$ cat src/rtl/fgcs_pkg.sv
/*
 Package for the glueless page-flash host sequencer: port offsets,
 command codes, status bit, timing and count limits.
 Assumes a 40 MHz mclk and an 8-bit flash reached over a memory bus.
*/
package fgcs_pkg;
   // ==========================================================
   // Bus offsets and select bits
   localparam int ADDR_W = 8;
   localparam logic [7:0] DATA_PORT_OFS = 8'h00;
   localparam logic [7:0] CMD_PORT_OFS = 8'h10;
   localparam logic [7:0] ADDR_PORT_OFS = 8'h20;
   localparam int ALE_BIT = 5;
   localparam int CLE_BIT = 4;
   // ==========================================================
   // Commands and status
   localparam logic [7:0] CMD_PROG_SETUP = 8'h80;
   localparam logic [7:0] CMD_PROG_CONFIRM = 8'h10;
   localparam logic [7:0] CMD_READ_STATUS = 8'h70;
   localparam int STATUS_READY_BIT = 6;
   localparam int ADDR_CYCLES = 5;
   // ==========================================================
   // Limits and timing
   localparam int PAGE_BYTES = 2112;
   localparam int ECC_SECTOR_BYTES = 512;
   localparam int ECC_MIN_BITS = 1;
   localparam int MLC_PROG_LIMIT = 1;
   localparam int SLC_PROG_LIMIT = 8;
   localparam int CLK_MHZ = 40;
   localparam int STROBE_CYCLES = 2;
   localparam int PROG_TIME_MLC_US = 1200;
   localparam int PROG_TIME_SLC_US = 700;
   localparam int LOAD_TIME_MLC_US = 50;
   localparam int LOAD_TIME_SLC_US = 25;
   localparam int PROG_TIMEOUT_CYC = PROG_TIME_MLC_US * CLK_MHZ;
   localparam int LOAD_CYC_MLC = LOAD_TIME_MLC_US * CLK_MHZ;
   localparam int LOAD_CYC_SLC = LOAD_TIME_SLC_US * CLK_MHZ;
   typedef enum {ST_IDLE, ST_CMD, ST_ADDR, ST_DATA, ST_CONF, ST_STCMD, ST_POLL,
      ST_DONE} fgcs_state_t;
endpackage

$ cat src/rtl/fgcs_host.sv
/*
 Host page-program sequencer driving a page flash over a memory bus:
 address bits choose data, command or address port.
 Assumes the user supplies page data bytes on a valid/ready handshake.
*/
// Functional notes
// - Address bit 5 address select, bit 4 command
// - Offsets 0x, 1x, 2x; never both bits
// - Command byte written to command port
// - Address bytes written in order to address port
// - Host software owns error-correction codes
// - Setup, five addresses, data, then confirm
// - Poll status bit 6 until ready
// - Partial program count limited per page
// - Correct one bit per 512 bytes
`timescale 1ns/1ps
module fgcs_host
(
   // Clock and reset
   input wire logic mclk,
   input wire logic rst_n,
   // User orders
   input wire logic start,
   input wire logic slc_part,
   input wire logic [fgcs_pkg::ADDR_CYCLES*8-1:0] page_addr,
   input wire logic [11:0] byte_count,
   input wire logic [3:0] prior_programs,
   input wire logic [7:0] wdata,
   input wire logic wdata_valid,
   output logic wdata_ready,
   output logic busy,
   output logic done,
   output logic refused,
   output logic timeout,
   // Flash bus
   output logic [fgcs_pkg::ADDR_W-1:0] mem_addr,
   output logic [7:0] mem_dq_out,
   output logic mem_dq_oe,
   input wire logic [7:0] mem_dq_in,
   output logic mem_we_n,
   output logic mem_re_n
);
   import fgcs_pkg::*;
   // ==========================================================
   // Reset and input synchronisers
   logic [1:0] rst_sync_r;
   logic rst_s_n;
   always_ff @(posedge mclk or negedge rst_n)
   begin
      if (!rst_n)
         rst_sync_r <= 2'b00;
      else
         rst_sync_r <= {rst_sync_r[0], 1'b1};
   end
   assign rst_s_n = rst_sync_r[1];
   logic [7:0] dq_m_r, dq_s_r;
   always_ff @(posedge mclk or negedge rst_s_n)
   begin
      if (!rst_s_n)
      begin
         dq_m_r <= 8'h00;
         dq_s_r <= 8'h00;
      end
      else
      begin
         dq_m_r <= mem_dq_in;
         dq_s_r <= dq_m_r;
      end
   end
   // ==========================================================
   // Strobe timer
   logic stb_go, stb_busy;
   fgcs_strobe u_stb
   (
      .mclk(mclk),
      .rst_n(rst_s_n),
      .start(stb_go),
      .busy(stb_busy)
   );
   // ==========================================================
   // Sequencer
   fgcs_state_t st_r, st_nxt;
   logic [2:0] acnt_r, acnt_nxt;
   logic [11:0] bcnt_r, bcnt_nxt;
   logic [15:0] tmo_r, tmo_nxt;
   logic [ADDR_CYCLES*8-1:0] pa_r, pa_nxt;
   logic [7:0] a_r, a_nxt, d_r, d_nxt;
   logic oe_r, oe_nxt, we_r, we_nxt, re_r, re_nxt, rdy_r, rdy_nxt;
   logic busy_r, busy_nxt, done_r, done_nxt, ref_r, ref_nxt, tmo_f_r, tmo_f_nxt;
   logic stb_go_r, stb_go_nxt, issued;
   logic [3:0] limit;
   // Host software runs ECC; this block moves raw bytes
   assign limit = slc_part ? 4'(SLC_PROG_LIMIT) : 4'(MLC_PROG_LIMIT);
   assign stb_go = stb_go_r;
   assign issued = !stb_busy && !stb_go_r;
   always_comb
   begin
      st_nxt = st_r;
      acnt_nxt = acnt_r;
      bcnt_nxt = bcnt_r;
      tmo_nxt = tmo_r;
      pa_nxt = pa_r;
      a_nxt = a_r;
      d_nxt = d_r;
      oe_nxt = oe_r;
      we_nxt = 1'b1;
      re_nxt = 1'b1;
      rdy_nxt = 1'b0;
      busy_nxt = busy_r;
      done_nxt = 1'b0;
      ref_nxt = 1'b0;
      tmo_f_nxt = 1'b0;
      stb_go_nxt = 1'b0;
      if (!issued)
      begin
         // Hold low while strobe runs; release edge latches byte
         we_nxt = we_r;
         re_nxt = re_r;
      end
      else if (!we_r)
      begin
         // One high cycle between writes, else the flash sees no edge
         we_nxt = 1'b1;
      end
      else
      begin
         case (st_r)
            ST_IDLE:
            begin
               oe_nxt = 1'b0;
               if (start)
               begin
                  if (prior_programs >= limit || byte_count > 12'(PAGE_BYTES))
                     ref_nxt = 1'b1;
                  else
                  begin
                     busy_nxt = 1'b1;
                     pa_nxt = page_addr;
                     bcnt_nxt = byte_count;
                     st_nxt = ST_CMD;
                  end
               end
            end
            ST_CMD:
            begin
               a_nxt = CMD_PORT_OFS;
               d_nxt = CMD_PROG_SETUP;
               oe_nxt = 1'b1;
               we_nxt = 1'b0;
               stb_go_nxt = 1'b1;
               acnt_nxt = 3'h0;
               st_nxt = ST_ADDR;
            end
            ST_ADDR:
            begin
               a_nxt = ADDR_PORT_OFS;
               d_nxt = pa_r[7:0];
               pa_nxt = pa_r >> 8;
               we_nxt = 1'b0;
               stb_go_nxt = 1'b1;
               acnt_nxt = acnt_r + 3'h1;
               if (acnt_r == 3'(ADDR_CYCLES - 1))
                  st_nxt = (bcnt_r == 12'h0) ? ST_CONF : ST_DATA;
            end
            ST_DATA:
            begin
               a_nxt = DATA_PORT_OFS;
               rdy_nxt = !wdata_ready;
               // Ready pulses one cycle so each byte is taken once
               if (wdata_valid && wdata_ready)
               begin
                  rdy_nxt = 1'b0;
                  d_nxt = wdata;
                  we_nxt = 1'b0;
                  stb_go_nxt = 1'b1;
                  bcnt_nxt = bcnt_r - 12'h1;
                  if (bcnt_r == 12'h1)
                     st_nxt = ST_CONF;
               end
            end
            ST_CONF:
            begin
               a_nxt = CMD_PORT_OFS;
               d_nxt = CMD_PROG_CONFIRM;
               we_nxt = 1'b0;
               stb_go_nxt = 1'b1;
               st_nxt = ST_STCMD;
            end
            ST_STCMD:
            begin
               a_nxt = CMD_PORT_OFS;
               d_nxt = CMD_READ_STATUS;
               we_nxt = 1'b0;
               stb_go_nxt = 1'b1;
               tmo_nxt = 16'h0;
               st_nxt = ST_POLL;
            end
            ST_POLL:
            begin
               a_nxt = DATA_PORT_OFS;
               oe_nxt = 1'b0;
               if (re_r == 1'b0)
               begin
                  // Status taken through the two-flop synchroniser, before the read strobe is released
                  // One read is set, strobe, check and release cycles
                  tmo_nxt = tmo_r + 16'(STROBE_CYCLES + 3);
                  if (dq_s_r[STATUS_READY_BIT])
                     st_nxt = ST_DONE;
                  else if (tmo_r >= 16'(PROG_TIMEOUT_CYC))
                  begin
                     tmo_f_nxt = 1'b1;
                     st_nxt = ST_DONE;
                  end
               end
               else
               begin
                  re_nxt = 1'b0;
                  stb_go_nxt = 1'b1;
               end
            end
            default:
            begin
               busy_nxt = 1'b0;
               done_nxt = 1'b1;
               st_nxt = ST_IDLE;
            end
         endcase
      end
   end
   always_ff @(posedge mclk or negedge rst_s_n)
   begin
      if (!rst_s_n)
      begin
         st_r <= ST_IDLE;
         acnt_r <= 3'h0;
         bcnt_r <= 12'h000;
         tmo_r <= 16'h0000;
         pa_r <= '0;
         a_r <= 8'h00;
         d_r <= 8'h00;
         oe_r <= 1'b0;
         we_r <= 1'b1;
         re_r <= 1'b1;
         rdy_r <= 1'b0;
         busy_r <= 1'b0;
         done_r <= 1'b0;
         ref_r <= 1'b0;
         tmo_f_r <= 1'b0;
         stb_go_r <= 1'b0;
      end
      else
      begin
         st_r <= st_nxt;
         acnt_r <= acnt_nxt;
         bcnt_r <= bcnt_nxt;
         tmo_r <= tmo_nxt;
         pa_r <= pa_nxt;
         a_r <= a_nxt;
         d_r <= d_nxt;
         oe_r <= oe_nxt;
         we_r <= we_nxt;
         re_r <= re_nxt;
         rdy_r <= rdy_nxt;
         busy_r <= busy_nxt;
         done_r <= done_nxt;
         ref_r <= ref_nxt;
         tmo_f_r <= tmo_f_nxt;
         stb_go_r <= stb_go_nxt;
      end
   end
   // Page load time is only used by read flows, not here
   assign mem_addr = a_r;
   assign mem_dq_out = d_r;
   assign mem_dq_oe = oe_r;
   assign mem_we_n = we_r;
   assign mem_re_n = re_r;
   assign wdata_ready = rdy_r;
   assign busy = busy_r;
   assign done = done_r;
   assign refused = ref_r;
   assign timeout = tmo_f_r;
endmodule // fgcs_host

$ cat src/rtl/fgcs_strobe.sv
/*
 One bus write or read strobe of fixed width.
 Assumes the flash samples on the rising edge of its write strobe.
*/
`timescale 1ns/1ps
module fgcs_strobe
(
   // Clock and reset
   input wire logic mclk,
   input wire logic rst_n,
   // Control
   input wire logic start,
   output logic busy
);
   import fgcs_pkg::*;
   logic [3:0] cnt_r, cnt_nxt;
   always_comb
   begin
      cnt_nxt = cnt_r;
      if (start)
         cnt_nxt = 4'(STROBE_CYCLES);
      else if (cnt_r != 4'h0)
         cnt_nxt = cnt_r - 4'h1;
   end
   always_ff @(posedge mclk or negedge rst_n)
   begin
      if (!rst_n)
         cnt_r <= 4'h0;
      else
         cnt_r <= cnt_nxt;
   end
   assign busy = (cnt_r != 4'h0);
endmodule // fgcs_strobe

$ cat config.mk
export PLATFORM = sky130hd
export DESIGN_NAME = fgcs_host
export DESIGN_NICKNAME = d
export VERILOG_FILES = /design/src/rtl/fgcs_pkg.sv /design/src/rtl/fgcs_host.sv /design/src/rtl/fgcs_strobe.sv
export SDC_FILE = /design/constraint.sdc
export NUM_CORES = 1
export LEC_CHECK = 0
export ABC_AREA = 0
export BUFFER_PORTS_ARGS = -buffer_cell sky130_fd_sc_hd__buf_2
export CAP_MARGIN = 20
export CORE_ASPECT_RATIO = 0.7
export CORE_MARGIN = 3
export CORE_UTILIZATION = 50
export DETAILED_ROUTE_END_ITERATION = 12
export PLACE_DENSITY = 0.84
export REMOVE_ABC_BUFFERS = 1
export SYNTH_ARGS = -nofsm -noshare
export SYNTH_HDL_FRONTEND = slang
export SYNTH_SLANG_ARGS = --single-unit
$ cat constraint.sdc
create_clock -name mclk -period 3.5 [get_ports mclk]
set_input_delay 0.35 -clock mclk [delete_from_list [all_inputs] [get_ports mclk]]
set_output_delay 0.35 -clock mclk [all_outputs]
set_load 0.005 [all_outputs]
==> flow_summary.yaml <==
timing:
  final-hold-violation-count: 0
  rsz0062_at_grt: "no"
  tightest_slew_ns: 0.858
  fin_crit_ns: 2.95
  fin_setup_tns_ns: 0
  slew_violations: 0
  setup_violations: 0
  slew_headroom_pct: 42.4
  finClkSkew_ns: 0.00961
  fin_crit_sh_pct: 84.2
  clock.fmax_ghz: 0.339
place:
  numPortBuffers: 87
  dp_hpwl_mm: 9.65
  place_congestion: 0.909
setup_path:
  crit_path_start_kind: "flop"
  path_max_fanout: 26
  cp_cell_sequence: "clkinv_1 -> nor3_1 -> a221oi_1 -> o311a_1 -> mux2_1"
  crit_buf_inv: 1
  crit_arrival_ns: 3.18
  critPathCaptureType: "flop"
  max_stage_delay_ns: 0.90
  critPathSlowestCell: "dfrtp_1"
  crit_family: "flip-flops"
  critPathRequiredTime_ns: 3.74
  critical_path_class: "flop to flop"
finish:
  layout_common_cells: "dfrtp_1, buf_2, o21ai_0, mux2_2, nor2_1"
  drive_above_1_share_pct: 32.0
  syn_to_final_growth_pct: 16.3
  final_common_cell: "dfrtp_1"
  num-nets-final: 698
  n_antenna_cell: 0
clock_tree:
  clock_sinks: 101
  cts_buffers: 9
  clock_path_buffers: 2
  tritoncts: "yes"
  clk_latency_ns: 0.35
  post-cts-setup-buffers: 0
  cts-htree-levels: 3
  cts_root_buffer: "clkbuf_16"
  ctsHoldBuffers: 1
  cts_resized: 0
  clk_pin_slew_ns: 0.07
yosys:
  avgSynthCellArea_um2: 10.8
  synth-seq-area-share_pct: 44.7
  synth_seq_cells: 101
  ys.flop_type: "dfrtp_1"
  synth-warning-count: 0
  ys_types: 67
  async_flop_share_pct: 100
  synth_edf_count: 0
  synth_area_um2: 5670
  syn_inst: 526
route:
  vias: 4528
  viasPerCell: 5.93
  drt_iter0_markers: 550
  routedWlPerCell_um: 18.4
  drt-total-wl_mm: 14.1
  drcViolationCount: 0
  first_pass_iters: 6
  ant_nets: 0
grt:
  grt.overflow.total: 0
  grt_max_degree: 57
  track_usage_pct: 23.1
  grt_pass1_wl_mm: 23.4
  antenna_found_initial: 0
  grt_pass1_vias: 4613
hold_path:
  min_path_type: "input port to flop"
floorplan:
  die-area_um2: 12700
  die_w_um: 133
  start_util_pct: 52.9
  fp.coreArea_um2: 10700
  die_h_um: 95.1
  ios: 101
  rows: 31
power_and_ir_drop:
  vdd_drop_max_uv: 437
  leakage_nw: 2.96
  powerDensity_nw_per_um2: 759
  finalPower_mw: 5.00
flow_run:
  cap_violations: 0
run_status:
  status: "finished, final reports clean"
==> final timing paths <==
| kind | endpoint | startpoint | cells after the start | slack [ns] |
|---|---|---|---|---|
| worst max-delay path | st_r[0]$_DFFE_PN0P_ | st_r[1]$_DFFE_PN0P_ | 5 | 0.55 |
| worst min-delay path | dq_m_r[6]$_DFF_PN0_ | mem_dq_in[6] | 1 | 0.11 |
| worst max register to register | st_r[0]$_DFFE_PN0P_ | st_r[1]$_DFFE_PN0P_ | 5 | 0.55 |
| worst min register to register | rst_sync_r[1]$_DFF_PN0_ | rst_sync_r[0]$_DFF_PN0_ | 0 | 0.35 |
| max in group asynchronous | pa_r[17]$_DFFE_PN0P_ | rst_sync_r[1]$_DFF_PN0_ | 1 | 2.25 |
| min in group asynchronous | rst_sync_r[1]$_DFF_PN0_ | rst_n | 2 | 0.31 |
==> synthesized netlist by cell type (3+ instances only) <==
| library cell | number | area share (%) |
|---|---|---|
| a211oi_1 | 5 | 0.66 |
| a21oi_1 | 24 | 2.1 |
| a221oi_1 | 3 | 0.46 |
| a22o_1 | 3 | 0.46 |
| a31oi_1 | 6 | 0.66 |
| and3_1 | 5 | 0.55 |
| and4_1 | 4 | 0.62 |
| buf_12 | 3 | 1.1 |
| buf_2 | 5 | 0.44 |
| buf_4 | 6 | 0.79 |
| clkbuf_1 | 16 | 1.1 |
| dfrtp_1 | 99 | 44 |
| ha_1 | 11 | 2.4 |
| inv_1 | 19 | 1.3 |
| mux2_2 | 36 | 7.2 |
| mux2_4 | 30 | 8.0 |
| mux2i_1 | 8 | 1.4 |
| nand2_1 | 31 | 2.1 |
| nand2b_1 | 3 | 0.33 |
| nand3_1 | 8 | 0.71 |
| nand4_1 | 3 | 0.33 |
| nor2_1 | 35 | 2.3 |
| nor2b_1 | 3 | 0.33 |
| nor3_1 | 19 | 1.7 |
| nor3b_1 | 4 | 0.53 |
| nor4_1 | 8 | 0.88 |
| o21ai_0 | 45 | 4.0 |
| o22a_1 | 3 | 0.46 |
| o22ai_1 | 5 | 0.55 |
| o2bb2ai_1 | 3 | 0.46 |
| o31ai_1 | 10 | 1.3 |
| or3_1 | 5 | 0.55 |
| or4_1 | 4 | 0.53 |
| xnor2_1 | 13 | 2.0 |
==> registers in the layout (all words and copies together), names as in the netlist, 3 cells and up <==
register / cells
pa_r: 40
tmo_r: 16
bcnt_r: 12
acnt_r: 3
st_r: 3
mem_dq_out: 8
u_stb.cnt_r: 4
==> metrics by stage <==
step | cell area (um^2) | utilization, % | setup slack (ns) | instances | hold slack (ns)
global placement | 6210 | 58.0 | 0.484 | 746 | 0.135
global route | 6590 | 61.6 | 0.401 | 763 | 0.102
finish | 6590 | 61.6 | 0.554 | 763 | 0.110
CTS | 6590 | 61.6 | 0.689 | 763 | 0.104
detailed placement | 6210 | 58.0 | 0.440 | 746 | 0.136
floorplan | 5480 | - | 0.252 | 499 | 0.0544
==> cell type report <==
cell class | instances | area (um^2)
Fill cell | 850 | 4110
Multi-Input combinational cell | 378 | 2880
Sequential cell | 101 | 2530
Timing Repair Buffer | 100 | 548
Clock buffer | 10 | 239
Tap cell | 148 | 185
Clock inverter | 6 | 134
Inverter | 20 | 75.1
==> routing by layer <==
metal	global-route usage, %	up-vias	wire length, um
met3	5.12	20	888
met4	7.96	0	242
met5	0	-	0
li1	-	2085	-
met1	31.3	2225	6200
met2	37.2	198	6730
==> worst register-to-register path, delay by kind of cell, from the launching register on <==
kind	cells	cell delay, ns
buf+inv	1	0.47
flops	1	0.90
mux	1	0.32
simple gates	1	0.66
compound gates	2	0.47
==> report_power, final <==
part           internal (mW)  leakage, nW  switching, mW
Sequential              1.57         1.26          0.374
Combinational          0.875         1.52          0.959
Clock                  0.790        0.183          0.439
Total                   3.23         2.96           1.77
==> logic make-up (layout without fill, tap and decap cells) <==
family | Yosys count | in the layout | share of synthesized area (%)
compound gates | 130 | 130 | 15.7
xor+xnor | 13 | 13 | 2.01
fa+ha+maj | 11 | 11 | 2.43
simple gates | 142 | 142 | 13.4
mux | 75 | 75 | 16.7
buf+inv | 52 | 136 | 4.95
flops | 101 | 101 | 44.7
other cells | 2 | 7 | 0.133
Note: power is estimated with default switching activity, not from simulation.
